<file path="src/gpb_pkg.sv">
/*
 * constants of the general purpose pad bank: register map, reset values,
 * control bit positions and bus answer codes.
 * assumes a 32-bit word-aligned register bus.
 */
package gpb_pkg;
    // ==========================================================
    // geometry
    localparam int          GPB_PINS      = 17;
    localparam int          GPB_AW        = 8;
    localparam int          GPB_SYNC_LEN  = 3;

    // ==========================================================
    // register byte offsets
    localparam logic [7:0]  OFS_OUT_DATA  = 8'h00;
    localparam logic [7:0]  OFS_OUT_EN    = 8'h04;
    localparam logic [7:0]  OFS_FUNC_SEL  = 8'h08;
    localparam logic [7:0]  OFS_PULL_UP   = 8'h0C;
    localparam logic [7:0]  OFS_PULL_DN   = 8'h10;
    localparam logic [7:0]  OFS_IN_LEVEL  = 8'h14;
    localparam logic [7:0]  OFS_IRQ_MASK  = 8'h18;
    localparam logic [7:0]  OFS_IRQ_LEVEL = 8'h1C;
    localparam logic [7:0]  OFS_IRQ_POL   = 8'h20;
    localparam logic [7:0]  OFS_IRQ_STAT  = 8'h24;
    localparam logic [7:0]  OFS_HOLD      = 8'h28;
    localparam logic [7:0]  OFS_CTRL      = 8'h2C;

    // ==========================================================
    // control register fields
    localparam int          CTRL_PWRDN_BIT = 0;
    localparam int          CTRL_KEEP_BIT  = 1;
    localparam int          CTRL_BITS      = 2;

    // ==========================================================
    // reset values
    localparam logic [31:0] RST_WORD      = 32'h0000_0000;
    localparam logic [1:0]  RST_CTRL      = 2'h0;

    // ==========================================================
    // bus answers
    localparam logic [1:0]  RESP_OKAY     = 2'h0;
    localparam logic [1:0]  RESP_SLVERR   = 2'h2;
endpackage

</file>
<file path="src/gpb_sync.sv">
/*
 * three-stage pin synchroniser with agreement filter.
 * assumes asynchronous pin levels; the output follows once the second
 * and third stages agree.
 */
`timescale 1ns/1ps
module gpb_sync #(
    parameter int WIDTH = 17
) (
    // clock and reset
    input  wire logic             aclk,
    input  wire logic             aresetn,
    // level in and filtered level out
    input  wire logic [WIDTH-1:0] async_in,
    output logic      [WIDTH-1:0] level_q
);
    logic [WIDTH-1:0] s1_q;
    logic [WIDTH-1:0] s2_q;
    logic [WIDTH-1:0] s3_q;
    logic [WIDTH-1:0] level_d;

    // ==========================================================
    // accept a new level only once stages two and three agree
    always_comb begin
        for (int i = 0; i < WIDTH; i++) begin
            level_d[i] = (s2_q[i] == s3_q[i]) ? s3_q[i] : level_q[i];
        end
    end

    // stage one feeds only stage two
    always_ff @(posedge aclk) begin
        if (!aresetn) begin
            s1_q    <= '0;
            s2_q    <= '0;
            s3_q    <= '0;
            level_q <= '0;
        end else begin
            s1_q    <= async_in;
            s2_q    <= s1_q;
            s3_q    <= s2_q;
            level_q <= level_d;
        end
    end
endmodule

</file>
<file path="src/gpb_irq_det.sv">
/*
 * per-pin interrupt condition detector, edge or level, either polarity.
 * assumes synchronised input levels on the same clock.
 */
`timescale 1ns/1ps
module gpb_irq_det #(
    parameter int WIDTH = 17
) (
    // clock and reset
    input  wire logic             aclk,
    input  wire logic             aresetn,
    // level and per-pin configuration
    input  wire logic [WIDTH-1:0] level,
    input  wire logic [WIDTH-1:0] lvl_mode,
    input  wire logic [WIDTH-1:0] pol_high,
    // per-pin condition: one cycle on an edge, held while active in level mode
    output logic      [WIDTH-1:0] event_hit
);
    logic [WIDTH-1:0] prev_q;
    logic [WIDTH-1:0] prev_d;
    logic [2:0]       prime_q;
    logic [2:0]       prime_d;
    logic             primed;

    // ==========================================================
    // level mode hits while active; edge mode on entering the active level
    always_comb begin
        prev_d   = level;
        // wait out the synchroniser so a high pin gives no false edge
        primed   = (prime_q == 3'h6);
        prime_d  = primed ? prime_q : prime_q + 3'h1;
        for (int i = 0; i < WIDTH; i++) begin
            if (lvl_mode[i]) begin
                event_hit[i] = (level[i] == pol_high[i]);
            end else begin
                event_hit[i] = primed && (level[i] == pol_high[i])
                               && (prev_q[i] != level[i]);
            end
        end
    end

    // early samples after reset only prime the edge history
    always_ff @(posedge aclk) begin
        if (!aresetn) begin
            prev_q   <= '0;
            prime_q  <= 3'h0;
        end else begin
            prev_q   <= prev_d;
            prime_q  <= prime_d;
        end
    end
endmodule

</file>
<file path="src/gpb_bank.sv">
/*
 * general purpose pad bank: seventeen pins with alternate function
 * routing, pulls, input capture, interrupts and hold, behind AXI4-Lite.
 * assumes one clock; pads resolved outside from out, oe, pulls and keeper.
 */
// Decided for this implementation: the register offsets and register access over AXI4-Lite.
// Notes on behaviour
// - seventeen pins, each assignable to a function by register writes.
// - each pin can pull up, pull down or float with no pull.
// - the pin level is captured into a register software can read.
// - each pin may raise an interrupt, on an edge or on a level.
// - pads are non-inverting with input path and tristate output drive.
// - each pin is routed to its own logic or to an alternate peripheral.
// - software can order each pin to hold its present pad state; power-down still forces a held output enable low.
// - on power-down every output enable can be forced and held low.
// - with the keeper on and no driver, the pad keeps its last level.
`timescale 1ns/1ps
module gpb_bank
    import gpb_pkg::*;
#(
    parameter int N_PINS = gpb_pkg::GPB_PINS
) (
    // clock and reset
    input  wire logic                       aclk,
    input  wire logic                       aresetn,
    // axi4-lite write address and data
    input  wire logic [gpb_pkg::GPB_AW-1:0] awaddr,
    input  wire logic                       awvalid,
    output logic                            awready,
    input  wire logic [31:0]                wdata,
    input  wire logic [3:0]                 wstrb,
    input  wire logic                       wvalid,
    output logic                            wready,
    // axi4-lite write response
    output logic [1:0]                      bresp,
    output logic                            bvalid,
    input  wire logic                       bready,
    // axi4-lite read
    input  wire logic [gpb_pkg::GPB_AW-1:0] araddr,
    input  wire logic                       arvalid,
    output logic                            arready,
    output logic [31:0]                     rdata,
    output logic [1:0]                      rresp,
    output logic                            rvalid,
    input  wire logic                       rready,
    // pads
    input  wire logic [N_PINS-1:0]          pad_in,
    output logic      [N_PINS-1:0]          pad_out,
    output logic      [N_PINS-1:0]          pad_oe,
    output logic      [N_PINS-1:0]          pad_pull_up,
    output logic      [N_PINS-1:0]          pad_pull_dn,
    output logic      [N_PINS-1:0]          pad_keep,
    // alternate peripheral side
    input  wire logic [N_PINS-1:0]          alt_out,
    input  wire logic [N_PINS-1:0]          alt_oe,
    output logic      [N_PINS-1:0]          alt_in,
    // interrupt
    output logic                            irq
);
    // ==========================================================
    // elaboration check
    if (N_PINS < 1 || N_PINS > 32) begin : g_chk
        $error("gpb_bank: N_PINS must be 1 to 32");
    end

    // ==========================================================
    // helpers
    function automatic logic [31:0] merge_strb(input logic [31:0] old_w,
                                               input logic [31:0] new_w,
                                               input logic [3:0]  strb);
        logic [31:0] res;
        res = old_w;
        for (int b = 0; b < 4; b++) begin
            if (strb[b]) res[b*8 +: 8] = new_w[b*8 +: 8];
        end
        return res;
    endfunction

    function automatic logic is_mapped(input logic [GPB_AW-1:0] a);
        return (a[1:0] == 2'h0) && (a <= OFS_CTRL);
    endfunction

    function automatic logic [31:0] widen(input logic [N_PINS-1:0] v);
        logic [31:0] res;
        res = '0;
        res[N_PINS-1:0] = v;
        return res;
    endfunction

    // ==========================================================
    // state
    logic [GPB_AW-1:0] aw_addr_q, aw_addr_d;
    logic              aw_full_q, aw_full_d;
    logic [31:0]       w_data_q, w_data_d;
    logic [3:0]        w_strb_q, w_strb_d;
    logic              w_full_q, w_full_d;
    logic              awready_d, wready_d, bvalid_d, arready_d, rvalid_d;
    logic [1:0]        bresp_d, rresp_d;
    logic [31:0]       rdata_d;

    logic [N_PINS-1:0] out_q, out_d, oe_q, oe_d, func_q, func_d;
    logic [N_PINS-1:0] pu_q, pu_d, pd_q, pd_d, in_q, in_d;
    logic [N_PINS-1:0] mask_q, mask_d, lvl_q, lvl_d, pol_q, pol_d;
    logic [N_PINS-1:0] stat_q, stat_d, hold_q, hold_d;
    logic [CTRL_BITS-1:0] ctrl_q, ctrl_d;
    logic [N_PINS-1:0] pad_out_d, pad_oe_d, pad_pu_d, pad_pd_d, pad_keep_d;
    logic              irq_d;

    logic [N_PINS-1:0] pin_level;
    logic [N_PINS-1:0] event_hit;
    logic              do_wr, ar_take, stat_rd;
    logic [31:0]       wr_word;

    // ==========================================================
    // submodules
    gpb_sync #(.WIDTH(N_PINS)) u_sync (
        .aclk     (aclk),
        .aresetn  (aresetn),
        .async_in (pad_in),
        .level_q  (pin_level)
    );

    gpb_irq_det #(.WIDTH(N_PINS)) u_det (
        .aclk      (aclk),
        .aresetn   (aresetn),
        .level     (pin_level),
        .lvl_mode  (lvl_q),
        .pol_high  (pol_q),
        .event_hit (event_hit)
    );

    // ==========================================================
    // bus handshakes: one write and one read outstanding
    always_comb begin
        aw_addr_d = aw_addr_q;
        aw_full_d = aw_full_q;
        w_data_d  = w_data_q;
        w_strb_d  = w_strb_q;
        w_full_d  = w_full_q;
        bvalid_d  = bvalid;
        bresp_d   = bresp;
        rvalid_d  = rvalid;
        rresp_d   = rresp;
        rdata_d   = rdata;
        if (awvalid && awready) begin
            aw_addr_d = awaddr;
            aw_full_d = 1'b1;
        end
        if (wvalid && wready) begin
            w_data_d = wdata;
            w_strb_d = wstrb;
            w_full_d = 1'b1;
        end
        do_wr = aw_full_q && w_full_q && !bvalid;
        if (bvalid && bready) bvalid_d = 1'b0;
        if (do_wr) begin
            bvalid_d  = 1'b1;
            bresp_d   = is_mapped(aw_addr_q) ? RESP_OKAY : RESP_SLVERR;
            aw_full_d = 1'b0;
            w_full_d  = 1'b0;
        end
        ar_take = arvalid && arready;
        stat_rd = ar_take && (araddr == OFS_IRQ_STAT);
        if (rvalid && rready) rvalid_d = 1'b0;
        if (ar_take) begin
            rvalid_d = 1'b1;
            rresp_d  = is_mapped(araddr) ? RESP_OKAY : RESP_SLVERR;
            case (araddr)
                OFS_OUT_DATA:  rdata_d = widen(out_q);
                OFS_OUT_EN:    rdata_d = widen(oe_q);
                OFS_FUNC_SEL:  rdata_d = widen(func_q);
                OFS_PULL_UP:   rdata_d = widen(pu_q);
                OFS_PULL_DN:   rdata_d = widen(pd_q);
                OFS_IN_LEVEL:  rdata_d = widen(in_q);
                OFS_IRQ_MASK:  rdata_d = widen(mask_q);
                OFS_IRQ_LEVEL: rdata_d = widen(lvl_q);
                OFS_IRQ_POL:   rdata_d = widen(pol_q);
                OFS_IRQ_STAT:  rdata_d = widen(stat_q);
                OFS_HOLD:      rdata_d = widen(hold_q);
                OFS_CTRL:      rdata_d = {{(32-CTRL_BITS){1'b0}}, ctrl_q};
                default:       rdata_d = RST_WORD;
            endcase
        end
        awready_d = !aw_full_d && !bvalid_d;
        wready_d  = !w_full_d && !bvalid_d;
        arready_d = !rvalid_d;
    end

    // ==========================================================
    // register file writes and sticky status
    always_comb begin
        out_d  = out_q;
        oe_d   = oe_q;
        func_d = func_q;
        pu_d   = pu_q;
        pd_d   = pd_q;
        mask_d = mask_q;
        lvl_d  = lvl_q;
        pol_d  = pol_q;
        hold_d = hold_q;
        ctrl_d = ctrl_q;
        wr_word = RST_WORD;
        case (aw_addr_q)
            OFS_OUT_DATA:  wr_word = widen(out_q);
            OFS_OUT_EN:    wr_word = widen(oe_q);
            OFS_FUNC_SEL:  wr_word = widen(func_q);
            OFS_PULL_UP:   wr_word = widen(pu_q);
            OFS_PULL_DN:   wr_word = widen(pd_q);
            OFS_IRQ_MASK:  wr_word = widen(mask_q);
            OFS_IRQ_LEVEL: wr_word = widen(lvl_q);
            OFS_IRQ_POL:   wr_word = widen(pol_q);
            OFS_HOLD:      wr_word = widen(hold_q);
            OFS_CTRL:      wr_word = {{(32-CTRL_BITS){1'b0}}, ctrl_q};
            default:       wr_word = RST_WORD;
        endcase
        // byte lanes without a strobe keep their old contents
        wr_word = merge_strb(wr_word, w_data_q, w_strb_q);
        if (do_wr) begin
            case (aw_addr_q)
                OFS_OUT_DATA:  out_d  = wr_word[N_PINS-1:0];
                OFS_OUT_EN:    oe_d   = wr_word[N_PINS-1:0];
                OFS_FUNC_SEL:  func_d = wr_word[N_PINS-1:0];
                OFS_PULL_UP:   pu_d   = wr_word[N_PINS-1:0];
                OFS_PULL_DN:   pd_d   = wr_word[N_PINS-1:0];
                OFS_IRQ_MASK:  mask_d = wr_word[N_PINS-1:0];
                OFS_IRQ_LEVEL: lvl_d  = wr_word[N_PINS-1:0];
                OFS_IRQ_POL:   pol_d  = wr_word[N_PINS-1:0];
                OFS_HOLD:      hold_d = wr_word[N_PINS-1:0];
                OFS_CTRL:      ctrl_d = wr_word[CTRL_BITS-1:0];
                default:       ctrl_d = ctrl_q;
            endcase
        end
        in_d   = pin_level;
        // a read clears, but an event in the same cycle wins
        stat_d = (stat_rd ? '0 : stat_q) | event_hit;
        irq_d  = |(stat_d & mask_d);
    end

    // ==========================================================
    // pad drive: routing, hold, power-down and keeper
    always_comb begin
        for (int i = 0; i < N_PINS; i++) begin
            // non-inverting route from own logic or peripheral
            pad_out_d[i] = func_q[i] ? alt_out[i] : out_q[i];
            pad_oe_d[i]  = func_q[i] ? alt_oe[i]  : oe_q[i];
            // pull-up has priority when both pulls are set
            pad_pu_d[i]  = pu_q[i];
            pad_pd_d[i]  = pd_q[i] && !pu_q[i];
            if (hold_q[i]) begin
                pad_out_d[i] = pad_out[i];
                pad_oe_d[i]  = pad_oe[i];
                pad_pu_d[i]  = pad_pull_up[i];
                pad_pd_d[i]  = pad_pull_dn[i];
            end
            if (ctrl_q[CTRL_PWRDN_BIT]) pad_oe_d[i] = 1'b0;
            // undriven pad: keeper latches the last level seen
            pad_keep_d[i] = ctrl_q[CTRL_KEEP_BIT] && !pad_oe_d[i];
            if (pad_keep_d[i]) pad_out_d[i] = pin_level[i];
        end
    end

    // ==========================================================
    // registers
    always_ff @(posedge aclk) begin
        if (!aresetn) begin
            aw_addr_q   <= '0;
            aw_full_q   <= 1'b0;
            w_data_q    <= RST_WORD;
            w_strb_q    <= 4'h0;
            w_full_q    <= 1'b0;
            awready     <= 1'b0;
            wready      <= 1'b0;
            bvalid      <= 1'b0;
            bresp       <= RESP_OKAY;
            arready     <= 1'b0;
            rvalid      <= 1'b0;
            rresp       <= RESP_OKAY;
            rdata       <= RST_WORD;
            out_q       <= '0;
            oe_q        <= '0;
            func_q      <= '0;
            pu_q        <= '0;
            pd_q        <= '0;
            in_q        <= '0;
            mask_q      <= '0;
            lvl_q       <= '0;
            pol_q       <= '0;
            stat_q      <= '0;
            hold_q      <= '0;
            ctrl_q      <= RST_CTRL;
            pad_out     <= '0;
            pad_oe      <= '0;
            pad_pull_up <= '0;
            pad_pull_dn <= '0;
            pad_keep    <= '0;
            alt_in      <= '0;
            irq         <= 1'b0;
        end else begin
            aw_addr_q   <= aw_addr_d;
            aw_full_q   <= aw_full_d;
            w_data_q    <= w_data_d;
            w_strb_q    <= w_strb_d;
            w_full_q    <= w_full_d;
            awready     <= awready_d;
            wready      <= wready_d;
            bvalid      <= bvalid_d;
            bresp       <= bresp_d;
            arready     <= arready_d;
            rvalid      <= rvalid_d;
            rresp       <= rresp_d;
            rdata       <= rdata_d;
            out_q       <= out_d;
            oe_q        <= oe_d;
            func_q      <= func_d;
            pu_q        <= pu_d;
            pd_q        <= pd_d;
            in_q        <= in_d;
            mask_q      <= mask_d;
            lvl_q       <= lvl_d;
            pol_q       <= pol_d;
            stat_q      <= stat_d;
            hold_q      <= hold_d;
            ctrl_q      <= ctrl_d;
            pad_out     <= pad_out_d;
            pad_oe      <= pad_oe_d;
            pad_pull_up <= pad_pu_d;
            pad_pull_dn <= pad_pd_d;
            pad_keep    <= pad_keep_d;
            alt_in      <= pin_level;
            irq         <= irq_d;
        end
    end
endmodule

</file>
<file path="config.mk">
export PLATFORM = sky130hd
export DESIGN_NAME = gpb_bank
export DESIGN_NICKNAME = d
export VERILOG_FILES = /design/src/gpb_pkg.sv /design/src/gpb_sync.sv /design/src/gpb_irq_det.sv /design/src/gpb_bank.sv
export SDC_FILE = /design/constraint.sdc
export NUM_CORES = 1
export LEC_CHECK = 0
export BUFFER_PORTS_ARGS = -buffer_cell sky130_fd_sc_hd__buf_2
export CORE_MARGIN = 3
export CORE_UTILIZATION = 35
export DETAILED_ROUTE_END_ITERATION = 10
export SKIP_LAST_GASP = 1
export SYNTH_ARGS = -nofsm -noshare
export SYNTH_HDL_FRONTEND = slang
export SYNTH_SLANG_ARGS = --single-unit
</file>
<file path="constraint.sdc">
create_clock -name aclk -period 2.95 [get_ports aclk]
set_clock_uncertainty 0.2 [all_clocks]
set_input_delay 0 -clock aclk [delete_from_list [all_inputs] [get_ports aclk]]
set_output_delay 0 -clock aclk [all_outputs]
set_load 0.005 [all_outputs]
</file>
# Word-level counts from Yosys, hierarchy flattened

Cells that the tools add are included.

$lt $le $gt $ge: 2
Equal/unequal tests: 89
Bitwise gates (word level): 2
Add/sub/neg operators: 1
Reductions and logical operators: 133
Multiplexer cells: 137

Operators by type and width:

| kind                                                 | number |
|---|---|
| one-hot mux 17 bit (12 select lines)                 | 1 |
| one-hot mux 17 bit (9 select lines)                  | 1 |
| two-way mux 1 bit                                    | 128 |
| logical AND 1 bit                                    | 80 |
| equality test 8 x 5 -> 1 bit (second input constant) | 7 |
| equality test 8 x 6 -> 1 bit (second input constant) | 7 |
| two-way mux 17 bit                                   | 3 |
| zero test 1 bit                                      | 39 |
| equality test 1 bit                                  | 34 |
| != test 2 x 1 -> 1 bit (second input constant)       | 17 |
| equality test 8 x 4 -> 1 bit (second input constant) | 4 |
| AND reduction 2 bit                                  | 9 |
| bitwise AND 17 bit                                   | 1 |
| != test 1 bit                                        | 17 |
| bitwise OR 17 bit                                    | 1 |
| OR reduction 17 bit                                  | 1 |
| equality test 8 x 3 -> 1 bit (second input constant) | 2 |
| <= comparator 8 x 6 -> 1 bit (second input constant) | 2 |
| zero test 8 bit                                      | 2 |
| two-way mux 8 bit                                    | 2 |
| zero test 2 bit                                      | 2 |
| two-way mux 2 bit                                    | 2 |
| adder 3 x 1 -> 3 bit (second input constant)         | 1 |
| equality test 3 bit (second input constant)          | 1 |

Bits of input ports: 110
Register bits: 417
Word-level logic and storage cells: 464
Output and inout bits: 144

# Logic depth before layout (Yosys ltp)

Depth after elaboration: 7
Depth in mapped cells: 12
Mapped depth without buffers: 10

# Cells and area by module

Synthesis repeated with hierarchy kept, for this count alone.

Cells, all modules: 2217
Area total of the unflattened synthesis: 18436.4 um^2

Modules (own cells, without submodules):

| module      | times used | area each (um^2) | cells each | sequential area each (um^2) |
|---|---|---|---|---|
| gpb_bank    | 1          | 15308.4          | 1903       | 6586.3 |
| gpb_sync    | 1          | 2006.9           | 177        | 1361.3 |
| gpb_irq_det | 1          | 1121.1           | 137        | 400.4 |

# Worst setup path before layout

OpenSTA, ideal clock, no wires.

Path kind: register to register
From: register aw_addr_q[4]
To: register irq
Required time: 2608 ps
Buffers on the path: 2
Clock period less this slack: 2990 ps
Setup time: 142 ps
Cell stages (with the launch flop): 10
Data arrival time: 2648 ps
Slack: -40 ps
Path through: dfxtp_1 > clkbuf_1 > or4b_2 > clkbuf_1 > nor3_1 > nand2_1 > o21ai_0 > o211ai_1 > a2111oi_0 > a41oi_1

Word-level cells in the longest chain between the ends: 7
Elaborated cells on any way between the ends: 17
Classes of those cells: eq/ne: 9; mux: 6; bitwise: 1; reduce/logical: 1

RTL lines:

| item                                                   | line            | source |
|---|---|---|
| from (decl)                                            | gpb_bank.sv:92  | `logic [GPB_AW-1:0] aw_addr_q, aw_addr_d;` |
| from (signal assigned)                                 | gpb_bank.sv:299 | `aw_addr_q <= aw_addr_d;` |
| equality test 8 x 6 -> 1 bit (tied with other cells)   | gpb_bank.sv:203 | `case (aw_addr_q)` |
| one-hot mux 17 bit (9 select lines)                    | gpb_bank.sv:203 |  |
| two-way mux 8 bit or two-way mux 1 bit (tied branches) | gpb_bank.sv:74  | `if (strb[b]) res[b*8 +: 8] = new_w[b*8 +: 8];` |
| two-way mux 17 bit *                                   | gpb_bank.sv:219 | `case (aw_addr_q)` |
| two-way mux 17 bit *                                   | gpb_bank.sv:218 | `if (do_wr) begin` |
| bitwise AND 17 bit *                                   | gpb_bank.sv:236 | `irq_d = \|(stat_d & mask_d);` |
| OR reduction 17 bit *                                  | gpb_bank.sv:236 |  |
| to (signal assigned)                                   | gpb_bank.sv:330 | `irq <= irq_d;` |
| to (decl)                                              | gpb_bank.sv:58  | `output logic irq` |

Mark *: on every way between the ends. The rest lies on a longest branch, timed or not.
A chain may end at the register's enable or synchronous reset.

# Worst setup path in the final report

From: register aw_addr_q[6]
To: register irq

The elaborated chain is that of the path after synthesis.

==> flow_summary.ini <==
[layout]
fin_cells = 3336
nNetsFinal = 2752
antenna_cells = 0
area_delta_synth_final_pct = 35.62
final_layout_size_suffix_gt1_share_pct = 21.63
seq_area_mm2 = 0.008018
stdcell_area_mm2 = 0.02376
final_core_util_pct = 48.33
nFillCells = 4766
final_common_cell = dfxtp_1
multi_input_comb_area_mm2 = 0.008980
final_cell_mix = dfxtp_1, nor2_1, nand2_1

[timing]
timing.slew.headroom_pct = 25.71
setup_viol_count_final = 0
maxSlewViolCount = 0
fmax_mhz = 339.5
final.setup.worst_slack_ns = 0.004200
hold_viol_final = 0
fin_crit_sh_pct = 99.86
rsz0062_at_grt = true
period_minus_slack_ns = 2.946
worst-slew-pin-transition_ns = 1.114

[power_and_ir_drop]
power.density_mw_per_mm2 = 509.9
vdd_drop_max_mv = 0.3510
leakage_uw = 0.009384

[worst_setup_path]
r2r-end = irq$_SDFF_PN0_
worst-setup-path-type = reg2reg
critPathRequiredTime_ns = 3.15
cp.arrival_ns = 3.15
reg2reg_slack_ns = 0.004
r2r_cells = 10
critical_path_peak_fanout = 7
critPathLaunch = aw_addr_q[6]$_SDFFE_PN0P_
endpoint_kind = flop
cp-start-kind = flop
reg2reg_from = aw_addr_q[6]$_SDFFE_PN0P_

[cts]
cts_root_buffer = clkbuf_16
cts_buffers = 44
cts_tree = done
clock_sinks = 400
clock_latency_ns = 0.57
cts_max_path_buffers = 3
clkTransAtPathRegs_ns = 0.06
ctsHtreeMaxLevel = 2

[flow_run]
drv_cap = 0

[min_path]
min_path_type = in2reg
min_to = w_data_q[6]$_SDFFE_PN0P_
hp-start = wdata[6]
min_path_cells = 4

[yosys]
ys_ff_latch = 400
synth_cell_types = 77
synthFlopType = dfxtp_1
ys_warn_count = 0
syn_inst = 2138
avgSynthCellArea_um2 = 8.194
synth-edff-count = 0
netlist_area_mm2 = 0.01752
yosysSeqAreaShare_pct = 45.71
async_flop_share_pct = 0

[grt]
overflow = 0
grt_pass1_wl_um = 118800
grt_pass1_vias = 17420
grt_max_degree = 97
antenna_found_initial = 0
grt_use_total_pct = 30.26

[placement]
placed_cell_area_mm2 = 0.02064
dp_hpwl_um = 61970
dp_cells = 3099
place_congestion = 1.073
port_buffers = 220
place_ws_ns = -0.2092

[die]
die_area_mm2 = 0.05277
ios = 254
die_h_um = 229.7
coreArea_mm2 = 0.04915
dieWidth_um = 229.7
placementRows = 81
start_util_pct = 35.64

[status]
status = complete, no violations

[drt]
drc = 0
wl_per_cell_um = 24.79
drt_iter0_drc = 2255
routed_wl_um = 82710
vias_per_cell = 5.597
detail-route-antenna-nets = 0
firstDrtPassIters = 8
dr_total_vias = 18670
[worst max-delay path: stages (launching register included)]
cell and delay [ns]:
dfxtp_1 0.39, or4_4 0.54, a21o_1 0.24, nor2_1 0.12
buf_4 0.16, buf_4 0.18, nand3_1 0.08, a22o_1 0.24
mux2_2 0.31, a32oi_1 0.17, a41oi_1 0.14
[cells in the mapped netlist (9+ instances only)]
cell | instances | area, um^2
a31oi_1 | 34 | 212.7
o21ai_0 | 71 | 355.3
nand3_1 | 16 | 80.08
nor3_1 | 78 | 390.4
a222oi_1 | 16 | 160.2
dfxtp_1 | 400 | 8008
nor2b_1 | 13 | 81.33
nand2_1 | 292 | 1096
a22oi_1 | 51 | 382.9
and2_1 | 85 | 531.8
o211ai_1 | 12 | 90.09
a21oi_1 | 222 | 1111
clkbuf_1 | 143 | 536.8
a221oi_1 | 26 | 227.7
inv_1 | 9 | 33.78
o22ai_1 | 19 | 118.9
buf_4 | 17 | 127.6
a211oi_1 | 21 | 157.7
nor2_1 | 328 | 1231
mux2i_1 | 126 | 1261
[worst max path at each step]
stage | end | slack, ns
floorplan | irq$_SDFF_PN0_ | 0.001
global placement | irq$_SDFF_PN0_ | -0.14
detailed placement | irq$_SDFF_PN0_ | -0.21
CTS | irq$_SDFF_PN0_ | -0.01
global route | irq$_SDFF_PN0_ | -0.08
finish | irq$_SDFF_PN0_ | 0.004
[final cells by class]
type                       instances  area share, %
multi-input combinational       1576          37.80
timing repair buffer             608          18.84
tap                              664          3.497
sequential                       400          33.75
inverter                          10         0.1896
clock inverter                    11         0.5003
clock buffer                      67          5.424
[metal layers]
layer  vias to the layer above  part of all wire, %  GRT usage, %
li1                       8539                    -             -
met1                      9059                   44         43.32
met2                       946                   43         45.93
met3                       129                   11         6.814
met4                         0                  2.4         8.125
met5                         -                    0             0
[stage by stage]
| step | total power [uW] | hold slack, ns | setup TNS, ns |
|---|---|---|---|
| after floorplan | 6046 | -0.07271 | 0 |
| after global placement | 6562 | 0.004618 | -0.5108 |
| after detailed placement | 6566 | 0.008536 | -0.5053 |
| after CTS | 12160 | 0.0009243 | -0.01191 |
| after global routing | 12480 | 0.03576 | -0.08452 |
| final | 12110 | 0.03519 | 0 |
[timing repair]
| item | in CTS | in global routing |
|---|---|---|
| endpoints found under the hold margin | 246 | 0 |
| hold buffers | 155 | 0 |
| resized for setup | 11 | 21 |
| setup endpoints to repair | 25 | 88 |
| setup buffers | 1 | 3 |
| pin swaps | 1 | 1 |
[power by group]
| part | total, uW | switching (uW) | internal (uW) |
|---|---|---|---|
| combinational | 1140 | 637 | 502 |
| sequential | 5520 | 58.0 | 5470 |
| clock | 5450 | 2270 | 3190 |
[cells by family after synthesis]
logic type / synth area share (%)
xor gates and xnor gates: 0.1500
other: 0.02141
muxes: 7.714
adders and majority gates: 0.1428
DFF: 45.71
and+or+nand+nor: 21.94
buffers and inverters: 4.235
AOI/OAI and AO/OA: 20.08
Power figures use the tool's default switching activity.
